<file path="src/hw/dac_link_pkg.sv">
package dac_link_pkg;
    // frame geometry
    localparam int WORD_W = 16;                 // input shift register width
    localparam int CHAN_N = 8;                  // converter channels
    localparam int CODE_W = 8;                  // code width per channel
    localparam int CNT_W  = 5;                  // falling-edge counter width

    // edge counts within one frame
    localparam logic [CNT_W-1:0] CNT_ZERO  = 5'h00;
    localparam logic [CNT_W-1:0] CNT_FULL  = 5'h10; // sixteen edges seen
    localparam logic [CNT_W-1:0] CNT_CHAIN = 5'h11; // first surplus edge
    localparam logic [CNT_W-1:0] CNT_MAX   = 5'h1f; // counter saturates

    // command word layout
    localparam int CMD_MSB  = 15;
    localparam int CMD_LSB  = 12;
    localparam int DATA_MSB = 11;
    localparam int DATA_LSB = 4;
    localparam int MASK_MSB = 7;
    localparam int MASK_LSB = 0;
    localparam int CHAN_MSB = 2;                // channel index bits of cmd
    localparam int SEL_BIT  = 3;                // cmd high bit: not a single-channel write

    // command codes: 0..7 write one channel
    localparam logic [3:0] CMD_ALL = 4'h8;      // write every channel
    localparam logic [3:0] CMD_PWR = 4'h9;      // load power-down mask

    // reset values
    localparam logic [CODE_W-1:0] CODE_RST = 8'h00;
    localparam logic [CHAN_N-1:0] MASK_RST = 8'h00;
    localparam logic [WORD_W-1:0] WORD_RST = 16'h0000;
    localparam logic [2:0]        PIN_RST  = 3'h6; // {frame_n, sclk, din}
endpackage

</file>
<file path="src/hw/pin_sync.sv">
`timescale 1ns/1ps
module pin_sync
    import dac_link_pkg::*;
#(
    parameter int              WIDTH   = 3,
    parameter logic [WIDTH-1:0] RST_VAL = '0
)
(
    // clock and reset
    input  wire logic             i_clk,
    input  wire logic             i_rst,
    // raw pins
    input  wire logic [WIDTH-1:0] i_pin,
    // synchronised level and edges
    output logic      [WIDTH-1:0] o_level,
    output logic      [WIDTH-1:0] o_rise,
    output logic      [WIDTH-1:0] o_fall
);

    logic [WIDTH-1:0] meta_reg;    // first stage, read only by second
    logic [WIDTH-1:0] level_reg;   // second stage, safe to use
    logic [WIDTH-1:0] last_reg;    // one cycle older, for edges

    // two-flop synchroniser plus history stage
    always_ff @(posedge i_clk)
    begin
        if (i_rst)
        begin
            meta_reg  <= RST_VAL;
            level_reg <= RST_VAL;
            last_reg  <= RST_VAL;
        end
        else
        begin
            meta_reg  <= i_pin;
            level_reg <= meta_reg;
            last_reg  <= level_reg;
        end
    end

    // edges come from settled stages only
    assign o_level = level_reg;
    assign o_rise  = level_reg & ~last_reg;
    assign o_fall  = ~level_reg & last_reg;
endmodule

</file>
<file path="src/hw/dac_frame_input.sv">
`timescale 1ns/1ps
module dac_frame_input
    import dac_link_pkg::*;
(
    // clock and reset
    input  wire logic                     I_CLK,
    input  wire logic                     I_SYS_RST,
    // serial link pins
    input  wire logic                     I_SCLK,
    input  wire logic                     I_FRAME_N,
    input  wire logic                     I_SDI,
    output logic                          O_SDO_CHAIN,
    // converter side
    output logic [CHAN_N*CODE_W-1:0]      O_CODE,
    output logic [CHAN_N-1:0]             O_PWR_DOWN,
    output logic [WORD_W-1:0]             O_WORD,
    output logic                          O_UPDATE,
    output logic                          O_ABORT
);

    // decode: does this command write channel idx
    function automatic logic chan_hit(input logic [3:0] cmd,
                                      input int         idx);
        logic [CHAN_MSB:0] sel;
        sel = idx[CHAN_MSB:0];
        chan_hit = (cmd == CMD_ALL) ||
                   (!cmd[SEL_BIT] && cmd[CHAN_MSB:0] == sel);
    endfunction

    logic [2:0]              pin_lvl;     // {frame_n, sclk, sdi}
    logic [2:0]              pin_rise;    // rising edges
    logic [2:0]              pin_fall;    // falling edges
    logic                    sdi_s;       // synced data level
    logic                    framed;      // frame select held low
    logic                    frame_start; // frame select fell
    logic                    frame_end;   // frame select rose
    logic                    shift_en;    // one data bit to take
    logic                    commit;      // complete word accepted
    logic [CNT_W-1:0]        cnt_reg;     // falling edges in frame
    logic [WORD_W-1:0]       shift_reg;   // input shift register
    logic                    sdo_reg;     // chained output bit
    logic [CODE_W-1:0]       code_reg [CHAN_N]; // per-channel codes
    logic [CHAN_N-1:0]       pd_reg;      // power-down mask
    logic [WORD_W-1:0]       word_reg;    // last committed word
    logic                    upd_reg;     // update strobe
    logic                    abort_reg;   // abort strobe
    logic                    seen_reg;    // helper: a write landed

    // all three pins go through the same synchroniser, so data and
    // clock stay aligned to the cycle
    pin_sync #(
        .WIDTH   (3),
        .RST_VAL (PIN_RST)
    ) u_pins (
        .i_clk   (I_CLK),
        .i_rst   (I_SYS_RST),
        .i_pin   ({I_FRAME_N, I_SCLK, I_SDI}),
        .o_level (pin_lvl),
        .o_rise  (pin_rise),
        .o_fall  (pin_fall)
    );

    assign sdi_s       = pin_lvl[0];
    assign framed      = !pin_lvl[2];
    assign frame_start = pin_fall[2];
    assign frame_end   = pin_rise[2];
    // an sclk fall in the very cycle the frame opens is not counted
    assign shift_en    = pin_fall[1] && framed && !frame_start;
    // the fifteenth edge alone is not enough; sixteen are needed
    assign commit      = frame_end && (cnt_reg >= CNT_FULL);

    // count falling edges in the frame, restart at frame start
    always_ff @(posedge I_CLK)
    begin
        if (I_SYS_RST)
            cnt_reg <= CNT_ZERO;
        else if (frame_start)
            cnt_reg <= CNT_ZERO;
        else if (shift_en && cnt_reg != CNT_MAX)  // saturate, no wrap
            cnt_reg <= cnt_reg + 5'h01;
    end

    // shift register, msb first in, last sixteen bits kept
    always_ff @(posedge I_CLK)
    begin
        if (I_SYS_RST)
            shift_reg <= WORD_RST;
        else if (shift_en)
            shift_reg <= {shift_reg[WORD_W-2:0], sdi_s};
    end

    // chain output: the bit pushed out of the top, only past edge 16
    always_ff @(posedge I_CLK)
    begin
        if (I_SYS_RST)
            sdo_reg <= 1'b0;
        else if (!framed)
            sdo_reg <= 1'b0;                      // idle low between frames
        else if (shift_en)
        begin
            if (cnt_reg >= CNT_FULL)
                sdo_reg <= shift_reg[WORD_W-1];
            else
                sdo_reg <= 1'b0;
        end
    end

    // per-channel codes; a channel changes only on a commit aimed at it
    generate
        for (genvar i = 0; i < CHAN_N; i++)
        begin : g_chan
            always_ff @(posedge I_CLK)
            begin
                if (I_SYS_RST)
                    code_reg[i] <= CODE_RST;
                else if (commit &&
                         chan_hit(shift_reg[CMD_MSB:CMD_LSB], i))
                    code_reg[i] <= shift_reg[DATA_MSB:DATA_LSB];
            end
            assign O_CODE[i*CODE_W +: CODE_W] = code_reg[i];

        end
    endgenerate

    // power-down mask command
    always_ff @(posedge I_CLK)
    begin
        if (I_SYS_RST)
            pd_reg <= MASK_RST;
        else if (commit && shift_reg[CMD_MSB:CMD_LSB] == CMD_PWR)
            pd_reg <= shift_reg[MASK_MSB:MASK_LSB];
    end

    // committed word and strobes; aborts raise abort_reg and leave word_reg alone
    always_ff @(posedge I_CLK)
    begin
        if (I_SYS_RST)
        begin
            word_reg  <= WORD_RST;
            upd_reg   <= 1'b0;
            abort_reg <= 1'b0;
        end
        else
        begin
            upd_reg   <= commit;
            abort_reg <= frame_end && !commit;
            if (commit)
                word_reg <= shift_reg;
        end
    end

    // helper for checks: has any complete frame landed yet
    always_ff @(posedge I_CLK)
    begin
        if (I_SYS_RST)
            seen_reg <= 1'b0;
        else if (commit)
            seen_reg <= 1'b1;
    end

    assign O_SDO_CHAIN = sdo_reg;
    assign O_PWR_DOWN  = pd_reg;
    assign O_WORD      = word_reg;
    assign O_UPDATE    = upd_reg;
    assign O_ABORT     = abort_reg;
endmodule

</file>
<file path="config.mk">
export PLATFORM = sky130hd
export DESIGN_NAME = dac_frame_input
export DESIGN_NICKNAME = d
export VERILOG_FILES = /design/src/hw/dac_link_pkg.sv /design/src/hw/pin_sync.sv /design/src/hw/dac_frame_input.sv
export SDC_FILE = /design/constraint.sdc
export NUM_CORES = 1
export LEC_CHECK = 0
export ABC_AREA = 1
export ABC_CLOCK_PERIOD_IN_PS = 1700
export BUFFER_PORTS_ARGS = -buffer_cell sky130_fd_sc_hd__buf_2
export CORE_UTILIZATION = 45
export CTS_BUF_LIST = sky130_fd_sc_hd__clkbuf_8
export DETAILED_ROUTE_END_ITERATION = 10
export PLACE_DENSITY = 0.68
export SYNTH_ARGS = -nofsm -noshare
export SYNTH_HDL_FRONTEND = slang
export SYNTH_SLANG_ARGS = --single-unit
</file>
<file path="constraint.sdc">
create_clock -name I_CLK -period 1.7 [get_ports I_CLK]
set_clock_uncertainty 0.05 [all_clocks]
set_input_delay 0.255 -clock I_CLK [delete_from_list [all_inputs] [get_ports I_CLK]]
set_output_delay 0.255 -clock I_CLK [all_outputs]
set_load 0.005 [all_outputs]
</file>
==> impl_metrics.ini <==
[finish]
area_growth_pct = 25.1
largest_register_ffs = 64
final_nets = 554
fillers = 805
antennaDiodeCount = 0
drive_gt1_frac = 0.309

[setup_path]
reg2reg_to = code_reg[0][2]
cp_cell_sequence = inv_2 -> nor2_2 -> nand2_4 -> buf_4 -> nor2_8 -> nand2_4 -> nor2_1
r2r_setup_slack_ns = 0.13
crit_required_ns = 1.92
critPathArrivalTime_ns = 1.79
crit_path_max_incr_delay_ns = 0.39
reg2regPathDepth = 7
critPathSlowestCell = dfxtp_1
path_class = flop to flop
path_buf_inv = 2
endpoint_kind = flop
critical_path.most_common_cell = nand2_4
reg2reg_from = u_pins.o_level[2]
start_kind = flop
crit_family = simple AND/OR/NAND/NOR gates
crit_fanout = 9

[timing]
post-route-period-util = 0.924
fin_ws_ns = 0.129
finalHoldViolCount = 0
setup_viol = 0
fmax_mhz = 637
slew_viol_final = 0
whs_ns = 0.204
timing.slew.headroom = 0.691
rsz0062_at_grt = no
worstMarginPinSlew_ns = 0.460
fin_tns_setup_ns = 0
period_minus_slack_ns = 1.57

[run]
drv_cap = 0

[min_path]
min_path_type = input pin to flop
holdCritStartpoint = I_SYS_RST
hold_depth = 3
hold-path-endpoint = u_pins.o_level[0]

[global_routing]
antenna_found_initial = 0
grt_use_total = 0.192
overflow = 0
grt_max_degree = 32
grt_pass1_vias = 3144
grt_pass1_wl_mm = 14.7

[logic_synthesis]
synthCells = 429
synth_seq_cells = 120
syn_area_sq_um = 4450
synth_warnings = 0
yosysSeqAreaShare = 0.683
synth_cell_types = 25
syn_nets = 436
syn_area_per_cell_sq_um = 10.4

[cts]
clk_pin_slew_worst_paths_ns = 0.07
cts_max_level = 4
clockBufferDepth = 2
cts_setup_buffers = 0
numCtsBuffers = 17
clock-sinks = 120
root_buffer = clkbuf_8
cts_tree = built
clk_latency_ns = 0.42

[placement]
routabilityCongestion = 0.827
io_buffers = 95
dpl.hpwl_mm = 6.42
dpl_worst_slack_ns = 0.0605

[power]
p_leak_nw = 2.40
p_per_area_nw_per_um2 = 1030
worst_ir_drop_vdd_mv = 0.398

[drt]
vias_per_cell = 4.74
drc = 0
drtAntennaViolNets = 0
drt_iter0_markers = 132
first_pass_iters = 4
via_count = 3263
wl_per_cell_um = 13.4
drt-total-wl_mm = 9.22

[floorplan]
core_sq_um = 9420
fp.dieW_um = 101
fp.dieH_um = 101
row_count = 35
die_area_sq_um = 10300
start_util = 0.473
io_pins = 96

[outcome]
status = finished clean
[metal layers]
layer / track usage / share of wire / up-vias
li1: - / - / 1643
met1: 0.221 / 0.43 / 1513
met2: 0.334 / 0.50 / 96
met3: 0.0676 / 0.054 / 11
met4: 0.0613 / 0.010 / 0
met5: 0 / 0 / -
[cell type report]
cell class,count,area [sq um],area share
clock buffers,17,234,0.0420
clock inverters,15,154,0.0276
inverters,28,105,0.0189
multi-input cells,268,1260,0.227
flip-flops and latches,120,3050,0.546
well taps,129,161,0.0290
repair buffers,112,611,0.110
[cell usage after synthesis]
library cell,instances,share of area
xor2_1,1,0.0020
or2_2,5,0.0070
nor2_8,1,0.0045
nand4_1,1,0.0014
dfxtp_1,56,0.25
nor3_4,1,0.0037
a21oi_1,39,0.044
clkbuf_1,7,0.0059
inv_1,16,0.013
nor2_4,2,0.0051
nor4_1,1,0.0014
edfxtp_1,64,0.43
clkinv_1,8,0.0067
nand2_4,9,0.023
buf_6,1,0.0025
buf_2,5,0.0056
nand3b_1,1,0.0017
nand2_1,92,0.078
nor2_2,1,0.0014
nor2_1,89,0.075
nand3_1,6,0.0067
nand2_2,1,0.0014
o21ai_0,16,0.018
ha_1,2,0.0056
inv_2,4,0.0034
[power breakdown]
group	internal, mW	switching [mW]	total, mW
Combinational	0.0656	0.0962	0.162
Sequential	3.10	0.0181	3.12
Clock	1.30	1.16	2.46
[worst register-to-register path, cell delays in order, from the launching register on]
cell and delay [ns]:
dfxtp_1 0.39, inv_2 0.06, nor2_2 0.14, nand2_4 0.07, buf_4 0.16, nor2_8 0.27, nand2_4 0.14, nor2_1 0.14
[cells in the final DEF (no fill, tap or decap), types with 5 or more instances in the layout]
| cell | count |
|---|---|
| nand2_2 | 8 |
| buf_4 | 14 |
| nand2_4 | 9 |
| nor2_1 | 89 |
| clkinv_4 | 5 |
| dfxtp_1 | 54 |
| o21ai_0 | 16 |
| nand3_1 | 6 |
| clkinv_1 | 9 |
| buf_2 | 95 |
| inv_1 | 17 |
| or2_2 | 5 |
| nand2_1 | 85 |
| a21oi_1 | 39 |
| edfxtp_1 | 64 |
| clkbuf_8 | 17 |
[worst max path at each step]
stage	startpoint	depth (start not counted)	end
global route	cnt_reg[0]	7	cnt_reg[3]
CTS	shift_reg[13]	6	code_reg[0][18]
finish	u_pins.o_level[2]	7	code_reg[0][2]
global placement	shift_reg[13]	6	code_reg[0][18]
detailed placement	shift_reg[13]	6	code_reg[0][22]
floorplan	shift_reg[12]	5	code_reg[1][0]
[timing repair]
item | in CTS | in global routing
gates resized for setup | 0 | 10
hold buffers | 3 | 0
endpoints found under the setup margin | 0 | 60
hold endpoints to repair | 3 | 0
[metrics by stage]
step	utilization	cells	instance area, sq um	total power [mW]
global route	0.592	689	5570	5.92
detailed placement	0.545	654	5130	3.34
floorplan	-	429	4450	3.26
global placement	0.545	654	5130	3.33
CTS	0.590	689	5550	5.78
finish	0.592	689	5570	5.74
[cells by family after synthesis]
family | after synthesis | share of synthesized area
flops | 120 | 0.683
compound gates | 55 | 0.0618
xor+xnor | 1 | 0.00197
simple gates | 210 | 0.210
buf+inv | 41 | 0.0377
fa+ha+maj | 2 | 0.00562
(Power assumes the default switching activity.)
